$ cat src/pcs_pkg.sv
// package: register map, field layout, reset values and timing for the clock control block
package pcs_pkg;
    localparam int            ADDR_W          = 16;
    localparam int            DATA_W          = 16;
    localparam logic [15:0]   ADDR_CSR        = 16'h1C80;
    localparam logic [15:0]   ADDR_MULT       = 16'h1C88;
    localparam logic [15:0]   ADDR_PRESC      = 16'h1C8A;
    localparam int            CSR_STABLE_BIT  = 6;
    localparam int            CSR_LOCK_BIT    = 5;
    localparam int            CSR_LRST_BIT    = 3;
    localparam int            CSR_OPD_BIT     = 2;
    localparam int            CSR_LPD_BIT     = 1;
    localparam int            CSR_MODE_BIT    = 0;
    localparam int            PRESC_EN_BIT    = 15;
    localparam int            FIELD_W         = 5;
    localparam logic          LRST_RESET      = 1'b1;
    localparam logic          LPD_RESET       = 1'b0;
    localparam logic          OPD_RESET       = 1'b0;
    localparam logic          MODE_RESET      = 1'b0;
    localparam logic          PRESC_EN_RESET  = 1'b1;
    localparam logic [4:0]    MULT_RESET      = 5'h00;
    localparam logic [4:0]    PRESC_RESET     = 5'h00;
    localparam logic [4:0]    MULT_MIN        = 5'h02;
    localparam logic [4:0]    MULT_MAX        = 5'h0F;
    localparam int            OSC_START_CYC   = 41032;
    localparam int            LOCK_CYC_DEF    = 2000;
    localparam logic [15:0]   ZERO16          = 16'h0000;
endpackage : pcs_pkg

$ cat src/pcs_clock_ctrl.sv
// clock generator control/status, multiplier and prescaler registers
// Operation
// (RULE1) reserved bits read zero, writes ignored
// (RULE2) stable reads 0 while start-up counting
// (RULE3) stable 1 when done, disabled, test mode
// (RULE4) lock 0 acquiring, 1 when locked
// (RULE5) loop reset bit holds loop, resets to 1
// (RULE6) osc powerdown clear keeps oscillator running
// (RULE7) mode 0: oscillator stops at clockgen idle
// (RULE8) mode 1: oscillator stops immediately
// (RULE9) loop powerdown bit, resets to 0
// (RULE10) mode 0 bypasses loop, reference drives dividers
// (RULE11) mode 1 feeds dividers from loop output
// (RULE12) multiplier codes 2..15 multiply by value
// (RULE13) software avoids reserved multiplier codes
// (RULE14) prescaler enable bit, resets to 1
// (RULE15) prescaler register sets reference divide ratio
// (RULE16) prescaler divides by field plus one
// (RULE17) software follows bypass/reset/program/relock sequence
// (RULE18) lock drops in reset or powerdown
// (RULE19) mode switch is glitch-free
`timescale 1ns/1ps
`default_nettype none
module pcs_clock_ctrl
    import pcs_pkg::*;
#(
    parameter int OSC_COUNT = pcs_pkg::OSC_START_CYC,
    parameter int LOCK_CYC  = pcs_pkg::LOCK_CYC_DEF
) (
    input  wire logic                     clk,
    input  wire logic                     arst_n,
    input  wire logic [pcs_pkg::ADDR_W-1:0] io_addr,
    input  wire logic [pcs_pkg::DATA_W-1:0] io_wdata,
    input  wire logic                     io_wr,
    input  wire logic                     io_rd,
    output logic      [pcs_pkg::DATA_W-1:0] io_rdata,
    output logic                          io_rvalid,
    input  wire logic                     clock_mode_select_bit,
    input  wire logic                     clockgen_idle_flag,
    input  wire logic                     osc_count_disable,
    input  wire logic                     test_mode,
    input  wire logic                     analog_lock,
    output logic                          loop_reset,
    output logic                          loop_powerdown,
    output logic                          osc_powerdown,
    output logic                          ref_sel_bypass,
    output logic                          pll_sel,
    output logic      [pcs_pkg::FIELD_W-1:0] multiplier_out,
    output logic                          multiplier_valid,
    output logic      [pcs_pkg::FIELD_W-1:0] prescaler_ratio_out,
    output logic                          prescaler_enable_out
);
    import pcs_pkg::*;

    // software-visible state
    logic               loop_reset_bit_reg;
    logic               loop_powerdown_bit_reg;
    logic               osc_powerdown_bit_reg;
    logic               loop_mode_select_reg;
    logic [FIELD_W-1:0] multiplier_field_reg;
    logic [FIELD_W-1:0] prescaler_ratio_field_reg;
    logic               prescaler_enable_reg;

    // output-side state
    logic               osc_off_reg;
    logic               bypass_on_reg;
    logic               pll_on_reg;
    logic [DATA_W-1:0]  rdata_reg;
    logic               rvalid_reg;

    wire  sel_csr   = (io_addr == ADDR_CSR);
    wire  sel_mult  = (io_addr == ADDR_MULT);
    wire  sel_presc = (io_addr == ADDR_PRESC);
    wire  wr_csr    = io_wr && sel_csr;
    wire  wr_mult   = io_wr && sel_mult;
    wire  wr_presc  = io_wr && sel_presc;

    wire  stable;
    wire  locked;
    wire  loop_hold = loop_reset_bit_reg || loop_powerdown_bit_reg;
    wire  loop_restart = wr_mult || wr_presc;

    // power-down request: immediate in mode 1, deferred to idle in mode 0
    wire  osc_off_next = osc_powerdown_bit_reg &&
                         (clock_mode_select_bit || clockgen_idle_flag); // [RULE6] [RULE7] [RULE8]

    // read values, reserved positions tied to zero
    wire [DATA_W-1:0] csr_rd;
    wire [DATA_W-1:0] mult_rd;
    wire [DATA_W-1:0] presc_rd;
    assign csr_rd   = {9'h000, stable, locked, 1'b0, loop_reset_bit_reg, osc_powerdown_bit_reg,
                       loop_powerdown_bit_reg, loop_mode_select_reg}; // [RULE1]
    assign mult_rd  = {11'h000, multiplier_field_reg};                 // [RULE1]
    assign presc_rd = {prescaler_enable_reg, 10'h000, prescaler_ratio_field_reg}; // [RULE1]
    wire [DATA_W-1:0] rd_mux = sel_csr   ? csr_rd   :
                               sel_mult  ? mult_rd  :
                               sel_presc ? presc_rd : ZERO16;

    // glitch-free switch: the new source is enabled only after the old one is off
    wire bypass_next = !loop_mode_select_reg && !pll_on_reg;  // [RULE10] [RULE19]
    wire pll_next    = loop_mode_select_reg && !bypass_on_reg; // [RULE11] [RULE19]

    pcs_osc_counter #(
        .COUNT         (OSC_COUNT)
    ) u_osc (
        .clk           (clk),
        .arst_n        (arst_n),
        .osc_off       (osc_off_reg),
        .count_disable (osc_count_disable),
        .test_mode     (test_mode),
        .stable        (stable)
    );

    pcs_lock_detect #(
        .LOCK_CYC    (LOCK_CYC)
    ) u_lock (
        .clk         (clk),
        .arst_n      (arst_n),
        .loop_hold   (loop_hold),
        .restart     (loop_restart),
        .analog_lock (analog_lock),
        .locked      (locked)
    );

    always_ff @(posedge clk or negedge arst_n) begin
        if (!arst_n) begin
            loop_reset_bit_reg     <= LRST_RESET;
            osc_powerdown_bit_reg  <= OPD_RESET;
            loop_powerdown_bit_reg <= LPD_RESET;
            loop_mode_select_reg   <= MODE_RESET;
        end else if (wr_csr) begin
            loop_reset_bit_reg     <= io_wdata[CSR_LRST_BIT]; // [RULE5]
            osc_powerdown_bit_reg  <= io_wdata[CSR_OPD_BIT];  // [RULE6]
            loop_powerdown_bit_reg <= io_wdata[CSR_LPD_BIT];  // [RULE9]
            loop_mode_select_reg   <= io_wdata[CSR_MODE_BIT]; // [RULE10]
        end
    end

    always_ff @(posedge clk or negedge arst_n) begin
        if (!arst_n) begin
            multiplier_field_reg <= MULT_RESET;
        end else if (wr_mult) begin
            multiplier_field_reg <= io_wdata[FIELD_W-1:0]; // [RULE12]
        end
    end

    always_ff @(posedge clk or negedge arst_n) begin
        if (!arst_n) begin
            prescaler_ratio_field_reg <= PRESC_RESET;
            prescaler_enable_reg      <= PRESC_EN_RESET;
        end else if (wr_presc) begin
            prescaler_ratio_field_reg <= io_wdata[FIELD_W-1:0];     // [RULE15] [RULE16]
            prescaler_enable_reg      <= io_wdata[PRESC_EN_BIT];    // [RULE14]
        end
    end

    // both select flops reset to off; bypass comes up one cycle after release
    always_ff @(posedge clk or negedge arst_n) begin
        if (!arst_n) begin
            osc_off_reg   <= 1'b0;
            bypass_on_reg <= 1'b0;
            pll_on_reg    <= 1'b0;
        end else begin
            osc_off_reg   <= osc_off_next;
            bypass_on_reg <= bypass_next;
            pll_on_reg    <= pll_next;
        end
    end

    always_ff @(posedge clk or negedge arst_n) begin
        if (!arst_n) begin
            rdata_reg  <= ZERO16;
            rvalid_reg <= 1'b0;
        end else begin
            rdata_reg  <= io_rd ? rd_mux : ZERO16;
            rvalid_reg <= io_rd;
        end
    end

    // registered copies of control state drive the analog side
    logic loop_reset_o_reg;
    logic loop_pd_o_reg;
    logic [FIELD_W-1:0] mult_o_reg;
    logic mult_ok_reg;
    logic [FIELD_W-1:0] presc_o_reg;
    logic presc_en_o_reg;

    // reserved multiplier codes are flagged, not corrected: software owns that choice
    wire mult_ok = (multiplier_field_reg >= MULT_MIN) && (multiplier_field_reg <= MULT_MAX); // [RULE13]

    always_ff @(posedge clk or negedge arst_n) begin
        if (!arst_n) begin
            loop_reset_o_reg <= LRST_RESET;
            loop_pd_o_reg    <= LPD_RESET;
            mult_o_reg       <= MULT_RESET;
            mult_ok_reg      <= 1'b0;
            presc_o_reg      <= PRESC_RESET;
            presc_en_o_reg   <= PRESC_EN_RESET;
        end else begin
            loop_reset_o_reg <= loop_reset_bit_reg;     // [RULE5]
            loop_pd_o_reg    <= loop_powerdown_bit_reg; // [RULE9]
            mult_o_reg       <= multiplier_field_reg;
            mult_ok_reg      <= mult_ok;
            presc_o_reg      <= prescaler_ratio_field_reg;
            presc_en_o_reg   <= prescaler_enable_reg;
        end
    end

    assign io_rdata             = rdata_reg;
    assign io_rvalid            = rvalid_reg;
    assign loop_reset           = loop_reset_o_reg;
    assign loop_powerdown       = loop_pd_o_reg;
    assign osc_powerdown        = osc_off_reg;
    assign ref_sel_bypass       = bypass_on_reg;
    assign pll_sel              = pll_on_reg;
    assign multiplier_out       = mult_o_reg;
    assign multiplier_valid     = mult_ok_reg;
    assign prescaler_ratio_out  = presc_o_reg;
    assign prescaler_enable_out = presc_en_o_reg;
endmodule : pcs_clock_ctrl
`default_nettype wire

$ cat src/pcs_osc_counter.sv
// oscillator start-up counter producing the stable flag
`timescale 1ns/1ps
`default_nettype none
module pcs_osc_counter #(
    parameter int COUNT = 41032
) (
    input  wire logic clk,
    input  wire logic arst_n,
    input  wire logic osc_off,
    input  wire logic count_disable,
    input  wire logic test_mode,
    output logic      stable
);
    localparam int CW = $clog2(COUNT + 1);
    localparam logic [CW-1:0] LAST = CW'(COUNT);

    logic [CW-1:0] cnt_reg;
    wire           done = (cnt_reg == LAST);

    // a powered-down oscillator must requalify from zero when it restarts
    always_ff @(posedge clk or negedge arst_n) begin
        if (!arst_n) begin
            cnt_reg <= '0;
        end else if (osc_off) begin
            cnt_reg <= '0;
        end else if (!done) begin
            cnt_reg <= cnt_reg + CW'(1);
        end
    end

    assign stable = done || count_disable || test_mode; // [RULE2] [RULE3]
endmodule : pcs_osc_counter
`default_nettype wire

$ cat src/pcs_lock_detect.sv
// lock qualification timer: lock rises only after a clean run of the loop
`timescale 1ns/1ps
`default_nettype none
module pcs_lock_detect #(
    parameter int LOCK_CYC = 2000
) (
    input  wire logic clk,
    input  wire logic arst_n,
    input  wire logic loop_hold,
    input  wire logic restart,
    input  wire logic analog_lock,
    output logic      locked
);
    localparam int CW = $clog2(LOCK_CYC + 1);
    localparam logic [CW-1:0] LAST = CW'(LOCK_CYC);

    logic [CW-1:0] cnt_reg;

    // a multiplier or prescaler write, a loop hold, or loss of analog lock restarts acquisition
    always_ff @(posedge clk or negedge arst_n) begin
        if (!arst_n) begin
            cnt_reg <= '0;
        end else if (loop_hold || restart || !analog_lock) begin
            cnt_reg <= '0; // [RULE18]
        end else if (cnt_reg != LAST) begin
            cnt_reg <= cnt_reg + CW'(1);
        end
    end

    assign locked = (cnt_reg == LAST); // [RULE4]
endmodule : pcs_lock_detect
`default_nettype wire

$ cat config.mk
export PLATFORM = sky130hd
export DESIGN_NAME = pcs_clock_ctrl
export DESIGN_NICKNAME = d
export VERILOG_FILES = /design/src/pcs_pkg.sv /design/src/pcs_clock_ctrl.sv /design/src/pcs_osc_counter.sv /design/src/pcs_lock_detect.sv
export SDC_FILE = /design/constraint.sdc
export NUM_CORES = 1
export LEC_CHECK = 0
export BUFFER_PORTS_ARGS = -buffer_cell sky130_fd_sc_hd__buf_2
export CORE_UTILIZATION = 53
export DETAILED_ROUTE_END_ITERATION = 8
export GPL_ROUTABILITY_DRIVEN = 1
export MAX_ROUTING_LAYER = met4
export PLACE_DENSITY_LB_ADDON = 0.2
export SKIP_LAST_GASP = 1
export SLEW_MARGIN = 20
export SYNTH_ARGS = -nofsm -noshare
export SYNTH_HDL_FRONTEND = slang
export SYNTH_SLANG_ARGS = --single-unit
$ cat constraint.sdc
create_clock -name clk -period 2.1 [get_ports clk]
set_clock_uncertainty 0.2 [all_clocks]
set_input_delay 0.105 -clock clk [delete_from_list [all_inputs] [get_ports clk]]
set_output_delay 0.105 -clock clk [all_outputs]
set_load 0.02 [all_outputs]
After elaboration in Yosys (flattened, before gate mapping)

Index checks and enable logic that the tools add are counted.
Widths: inputs -> output; s select.

Shifts and indexed selects: 0
Equality and inequality tests: 7
Order comparisons: 2
Muxes and demuxes: 8
Bitwise logic cells: 0
Reductions and logical operators: 19
$add $sub $neg: 2
Multiply operators: 0
Div/mod/pow operators: 0

Operators by type and width:

| cell                  | number |
|---|---|
| $mux 16               | 6 |
| $eq 16x13->1 const B  | 3 |
| $mux 11               | 2 |
| $add 16x1->16 const B | 1 |
| $eq 16x16->1 const B  | 1 |
| $add 11x1->11 const B | 1 |
| $eq 11x11->1 const B  | 1 |
| $ne 11x11->1 const B  | 1 |
| $logic_and 1x1->1     | 7 |
| $logic_or 1x1->1      | 7 |
| $ge 5x2->1 const B    | 1 |
| $le 5x4->1 const B    | 1 |
| $logic_not 1->1       | 4 |
| $ne 2x2->1 const B    | 1 |
| $reduce_bool 2->1     | 1 |

Bits in writable memories: 0
Bits in registers: 76
Bits in latches: 0
Memories kept: 0
Bits in read-only memories: 0
Output and inout port bits: 34

Logic depth before layout (Yosys ltp)

Gate-level depths: netlist of run 1.

Word-level depth: 6
Mapped depth: 6

By module

From an unflattened synthesis of run 1, not the netlist that was laid out.

Cell total of the unflattened synthesis: 256
Area, all modules: 3074.2 µm²

By module, submodules not included:

| module          | area an instance (µm²) | times used | cells an instance | seq. area each (µm²) |
|---|---|---|---|---|
| pcs_clock_ctrl  | 1554.0                 | 1          | 103               | 1031.0 |
| pcs_osc_counter | 898.4                  | 1          | 90                | 400.4 |
| pcs_lock_detect | 621.8                  | 1          | 63                | 275.3 |

Worst setup path before layout of run 1

Ideal clock, no wire load.

Path kind: reg-to-reg
Start: reg u_osc.cnt_reg[5]
End: reg u_osc.cnt_reg[15]
Arrival time: 1.522 ns
Cell stages (with the launch flop): 6
Path buffers: 1
Slack: 0.253 ns
Setup time: 0.125 ns
Data required time: 1.775 ns
Cells stage by stage: dfrtp_1 -> clkbuf_1 -> nand4_1 -> nor4_1 -> and3_1 -> mux2_2

Longest elaborated chain between the ends: 3
Elaborated cells between the ends (all ways): 5

Ends and longest elaborated chain:

| item                   | line                  | source |
|---|---|---|
| start, declared        | pcs_osc_counter.sv:17 | `logic [CW-1:0] cnt_reg;` |
| start signal, assigned | pcs_osc_counter.sv:27 | `cnt_reg <= cnt_reg + CW'(1);` |
| $add 16x1->16          | pcs_osc_counter.sv:27 |  |
| $mux 16                | pcs_osc_counter.sv:26 | `end else if (!done) begin` |
| $mux 16                | pcs_osc_counter.sv:24 | `end else if (osc_off) begin` |

Parallel ways exist; a longest one is shown, timed or not. The select of a mux whose other input is x is not followed.
A chain may end at the register's enable or synchronous reset.

Worst setup path after layout of run 1

Start: in io_rd
End: reg rdata_reg[15] (netlist: io_rdata[15])

Longest elaborated chain between the ends: 1

Ends and longest elaborated chain:

| item                 | line                  | source |
|---|---|---|
| start, declared      | pcs_clock_ctrl.sv:35  | `input wire logic io_rd,` |
| $mux 16              | pcs_clock_ctrl.sv:175 | `rdata_reg <= io_rd ? rd_mux : ZERO16;` |
| end signal, assigned | pcs_clock_ctrl.sv:175 |  |
| end, declared        | pcs_clock_ctrl.sv:68  | `logic [DATA_W-1:0] rdata_reg;` |

No other way between the ends.

==> flow_summary.toml, run 1 <==
[grt]
grt_max_degree = 69
antenna_found_initial = 0
gr-max-usage-layer = "met2"
grt_pass1_vias = 2080
grt_pass1_wl_mm = 9.69
grt_use_met3_pct = 4.82
gr-usage-met1_pct = 27.6
grt_usage_pct = 22.0
overflow = 0
met2_usage_pct = 33.6

[critical_path]
cp-end-kind = "register"
crit_family = "buffers and inverters"
crit_buf_inv = 3
crit_arrival_ns = 2.15
crit_type = "primary input to register"
crit_required_ns = 2.20
slowest_stage = "dlygate4sd3_1"
path_cells = "dlygate4sd3_1, buf_2, and3_1, nand4_1, or2_2, nor2_1, dlygate4sd3_1"
cpMostUsedCell = "dlygate4sd3_1"
cp_max_fo = 5
slowest_delay_ns = 0.54
start_kind = "primary input"

[route]
drtIter0Drc = 112
vias = 2152
postRouteAntennaNets = 0
wirelength_mm = 5.90
drc_errors = 0
dr.pass1.iters = 4
via_per_inst = 5.15
wl_per_cell_um = 14.1

[power_and_ir_drop]
power_frac_seq_pct = 54.5
leakage_nw = 1.90
power.density_mw_per_mm2 = 694
power.internal_mw = 1.88
ir_drop_mv = 0.478
p_sw_mw = 0.720
clkPwrFrac_pct = 37.3
combPwrFrac_pct = 8.3
switching_share_pct = 27.6

[sta]
whs_ns = -0.00393
min_period_ns = 2.05
setup_tns_ns = 0
setup_ws_ns = 0.0496
slew_viol_final = 0
final.period_utilization_pct = 97.6
max_freq_mhz = 488
hold_viol_final = 1
slew_headroom_pct = 59.9
setup_viol = 0
worst_pin_slew_ns = 0.601

[synth]
postSynthCellCount = 261
synth_area_mm2 = 0.00306
ys_seq_area_share_pct = 55.9
syn_area_per_cell_um2 = 11.7
synth_area_leaders = "dfrtp_1 (52%), nor2_1 (5.0%), mux2_4 (4.9%), xor2_1 (4.3%), dfstp_2 (3.4%)"
synth.top_cell.area_share_pct = 52.4
synth_top_area_cell = "dfrtp_1"
ys_seq_elements = 68
yosys.cell_types.count = 43
ys_warn_count = 0

[flow_run]
maxCapViolations = 0

[clocking]
clock-sinks = 68
clk_pin_slew_ns = 0.08
cts_made_buffers = 9
root_buffer = "clkbuf_8"
clk_latency_ns = 0.36
cts_buffer_depth = 2
cts_htree_levels = 3
cts_tree = "built"

[placed_design]
place.detailed.hpwl_mm = 3.90
place_ws_ns = 0.106
placed_cells = 385
io_buffers = 56
gp_congestion = 0.812

[floorplan]
die_width_um = 77.9
pin_count = 75
die_area_mm2 = 0.00607
fp-row-count = 27
die_h_um = 77.9
start_util_pct = 55.1
core_mm2 = 0.00554

[layout]
layout.nets = 386
largest_reg_flops = 16
stdcell_count = 418
mostFrequentLayoutCell = "dfrtp_1"
fillers = 462
mostFrequentLayoutCells = "dfrtp_1 (64), buf_2 (56), nor2_1 (41)"
drive_above_1_share_pct = 30.9
antennaDiodeCount = 0
area_growth_pct = 22.7

[hold_path]
timing.hold.worst.class = "primary input to register"

[run_status]
violations = "hold timing"
run_status = "finished with violations"
-- power by group through the flow --
stage                     logic [mW]  registers, mW  clock network, mW
after global placement         0.192           1.44                  0
after CTS                      0.218           1.42              0.990
after detailed placement       0.199           1.44                  0
after global routing           0.242           1.43               1.03
after floorplan                0.128           1.42                  0
final                          0.215           1.42              0.970
-- cells in the mapped netlist --
master and count:
dfrtp_1 64, nor2_1 41, xor2_1 15, nand4_1 13, nand2_1 12, mux2_4 10, buf_4 9, inv_1 8
nand3_1 8, mux2_2 7, and4_1 6, xnor2_1 6, a2111oi_0 4, and3_1 4, clkbuf_1 4, dfstp_2 4
ha_1 4, nor3_1 4, a21oi_1 3, mux2i_1 3, nor2b_1 3, and2_1 2, nand2b_1 2, nor4_1 2
nor4b_1 2, nor4b_4 2, nor4bb_1 2, or2_2 2, and3b_1 1, buf_1 1, buf_2 1, buf_6 1
clkbuf_2 1, conb_1 1, nand3b_1 1, nand4b_1 1, nor3_2 1, nor4_4 1, o211ai_1 1, o21a_1 1
or2_1 1, or3_1 1, or3b_2 1
-- tightest hold or removal path, stage by stage --
cell	delay, ns
buf_2	0.10
nor4b_4	0.05
nand4_1	0.16
a2111oi_0	0.09
-- what timing repair did --
| action | in CTS | in global routing |
|---|---|---|
| hold buffers | 16 | 0 |
| hold endpoints to repair | 93 | 0 |
| gates resized for setup | 0 | 2 |
| buffers inserted | 0 | 1 |
| setup endpoints to repair | 0 | 2 |
-- path summary, 6_finish.rpt --
| kind | from | end | slack [ns] | depth (start not counted) |
|---|---|---|---|---|
| hold / removal | io_addr[14] | io_rdata[3]$_DFF_PN0_ | -0.004 | 4 |
| setup / recovery | io_rd | io_rdata[15]$_DFF_PN0_ | 0.05 | 7 |
| hold reg to reg | prescaler_enable_reg$_DFFE_PN1P_ | prescaler_enable_out$_DFF_PN1_ | 0.18 | 0 |
| max in group asynchronous | arst_n | loop_reset_bit_reg$_DFFE_PN1P_ | 1.29 | 3 |
| setup reg to reg | u_osc.cnt_reg[5]$_DFFE_PN0P_ | u_osc.cnt_reg[15]$_DFFE_PN0P_ | 0.23 | 4 |
| min in group asynchronous | arst_n | u_osc.cnt_reg[10]$_DFFE_PN0P_ | 0.08 | 3 |
-- area by class of cell --
| cell class | instances | area (um2) | share of cell area [%] |
|---|---|---|---|
| sequential | 68 | 1710 | 45.5 |
| tap | 72 | 90.1 | 2.40 |
| timing repair buffer | 79 | 508 | 13.5 |
| clock inverter | 7 | 52.6 | 1.40 |
| inverter | 8 | 30.0 | 0.801 |
| clock buffer | 9 | 124 | 3.30 |
| multi-input combinational | 175 | 1240 | 33.0 |
-- per-stage QoR --
| step | utilization [%] | area [um2] | power (mW) |
|---|---|---|---|
| 6_report | 67.7 | 3750 | 2.60 |
| 5_1_grt | 67.7 | 3750 | 2.70 |
| 4_1_cts | 67.5 | 3740 | 2.62 |
| 3_5_place_dp | 61.4 | 3400 | 1.64 |
| 3_3_place_gp | 61.4 | 3400 | 1.63 |
| 2_1_floorplan | - | 3080 | 1.55 |
-- routing by layer --
metal / routed length [um] / vias up
met5: 0 / -
li1: - / 1050
met3: 194 / 11
met4: 133 / 0
met1: 2730 / 1049
met2: 2840 / 42
-- kinds of logic (layout without fill, tap and decap cells) --
family          after synthesis  count (layout)  synth area share [%]
buf+inv                      25             103                  4.50
flops                        68              68                  55.9
other cells                   1               8                 0.123
xor+xnor                     21              21                  6.02
fa+ha+maj                     4               4                  1.64
compound gates                9               9                  2.13
mux                          20              20                  8.48
simple gates                113             113                  21.3
Power figures use the tool's default switching activity.
==> run 2: changes to the inputs <==
==> constraint.sdc (replaced) <==
create_clock -name clk -period 2.1 [get_ports clk]
set_clock_uncertainty 0.2 [all_clocks]
set_input_delay 0.21 -clock clk [delete_from_list [all_inputs] [get_ports clk]]
set_output_delay 0.21 -clock clk [all_outputs]
set_load 0.02 [all_outputs]
==> run 2 against run 1 <==
Effect of this change: the flow now finishes without violations; critical endpoint is now loop_powerdown_bit_reg$_DFFE_PN0P_; register-to-register slack got worse by 0.02 ns; sequential cell count did not move; largest cell class unchanged; clock power rose by 2.3%; via count rose by 0.88%; maximum frequency rose by 2.5%; sequential power barely moved.
==> flow_summary.toml, run 2 (same netlist as run 1, synthesis figures left out) <==
[placed_design]
place_area_mm2 = 0.00344
gp_congestion = 0.818
io_buffers = 56
place.detailed.hpwl_mm = 3.99
place_ws_ns = 0.0599

[power_and_ir_drop]
ir_drop_mv = 0.497
leakage_nw = 1.92
power.density_mw_per_mm2 = 699

[floorplan]
fp-row-count = 27
die_width_um = 77.9
start_util_pct = 55.1
core_mm2 = 0.00554
pin_count = 75
die_h_um = 77.9
die_area_mm2 = 0.00607

[layout]
drive_above_1_share_pct = 31.7
antennaDiodeCount = 0
final_cell_area_mm2 = 0.00376
mostFrequentLayoutCells = "dfrtp_1 (64), buf_2 (56), nor2_1 (41)"
area_growth_pct = 23.0
mostFrequentLayoutCell = "dfrtp_1"
fin_util_pct = 67.8
largest_reg_flops = 16
layout.nets = 387
fillers = 429

[critical_path]
cp_max_fo = 5
crit_arrival_ns = 2.02
crit_type = "primary input to register"
crit_required_ns = 2.12
cp-end-kind = "register"
start_kind = "primary input"

[route]
dr_wl_met3_um = 276
postRouteAntennaNets = 0
drtIter0Drc = 159
wl_met1_mm = 2.65
vias = 2171
dr.pass1.iters = 4
wirelength_mm = 5.89
maxUsedRoutingLayer = "met4"
dr_wl_met2_mm = 2.82
drc_errors = 0
wl_per_cell_um = 14.1
via_per_inst = 5.18

[grt]
grt_usage_pct = 21.7
grt_pass1_vias = 2098
antenna_found_initial = 0
grt_max_degree = 69
overflow = 0
grt_pass1_wl_mm = 9.65

[sta]
min_period_ns = 2.00
whs_ns = 0.0293
setup_viol = 0
hold_viol_final = 0
max_freq_mhz = 500
slew_viol_final = 0
final.period_utilization_pct = 95.2
setup_tns_ns = 0
setup_ws_ns = 0.100
rsz0062_at_grt = "no"

[clocking]
clk_latency_ns = 0.34
cts_htree_levels = 3
clk_pin_slew_ns = 0.07
clock-sinks = 68
cts_tree = "built"
root_buffer = "clkbuf_8"
cts_made_buffers = 9
cts_resized = 0
cts_buffer_depth = 2

[hold_path]
timing.hold.worst.class = "primary input to register"

[run_status]
run_status = "finished clean"

[flow_run]
maxCapViolations = 0
[run 2: changes by cell type in the layout (fill, tap and decap cells not counted), moves of 2 or more]
cell and change:
clkbuf_8 +3, buf_4 +4, clkinvlp_4 -2, dlygate4sd3_1 -2
[run 2: path summary, 6_finish.rpt]
check / startpoint / to / slack (ns) / depth (start not counted)
setup / recovery: io_addr[1] / loop_powerdown_bit_reg$_DFFE_PN0P_ / 0.10 / 6
hold / removal: io_addr[3] / io_rdata[1]$_DFF_PN0_ / 0.03 / 3
setup reg to reg: u_osc.cnt_reg[5]$_DFFE_PN0P_ / u_osc.cnt_reg[15]$_DFFE_PN0P_ / 0.21 / 4
hold reg to reg: prescaler_enable_reg$_DFFE_PN1P_ / prescaler_enable_out$_DFF_PN1_ / 0.18 / 0
max in group asynchronous: arst_n / prescaler_enable_out$_DFF_PN1_ / 1.16 / 3
min in group asynchronous: arst_n / u_osc.cnt_reg[5]$_DFFE_PN0P_ / 0.21 / 3
[run 2: metrics by stage]
step / instances / power (mW)
2_1_floorplan: 268 / 1.55
6_report: 419 / 2.63
3_5_place_dp: 390 / 1.64
3_3_place_gp: 390 / 1.64
5_1_grt: 419 / 2.75
4_1_cts: 419 / 2.66
[run 2: timing repair]
item / CTS / global route
setup endpoints to repair: 0 / 0
buffers inserted: 0 / 0
hold buffers: 13 / 0
endpoints found under the hold margin: 87 / 0
[run 2: power breakdown]
part | internal, mW | switching (mW) | total (mW) | leakage [nW]
Combinational | 0.101 | 0.116 | 0.218 | 0.914
Sequential | 1.35 | 0.0637 | 1.42 | 0.912
Clock | 0.524 | 0.468 | 0.992 | 0.0917
Total | 1.98 | 0.648 | 2.63 | 1.92
[run 2: final cells by class]
cell class	instances	area [um2]	share of cell area [%]
sequential	68	1710	45.4
multi-input combinational	175	1240	32.9
timing repair buffer	80	505	13.4
clock buffer	13	169	4.49
tap	72	90.1	2.40
inverter	8	30.0	0.799
clock inverter	3	20.0	0.533
[run 2: critical path, cell delays in order]
cell and delay (ns):
dlygate4sd3_1 0.53, buf_2 0.17, nor4bb_1 0.27, nand4_1 0.15, or2_1 0.35, mux2_4 0.34
[run 2: layer usage]
metal	vias up	global-route usage, %
met5	-	-
met1	1053	27.5
met3	13	6.00
met2	65	32.2
met4	0	11.1
li1	1040	-
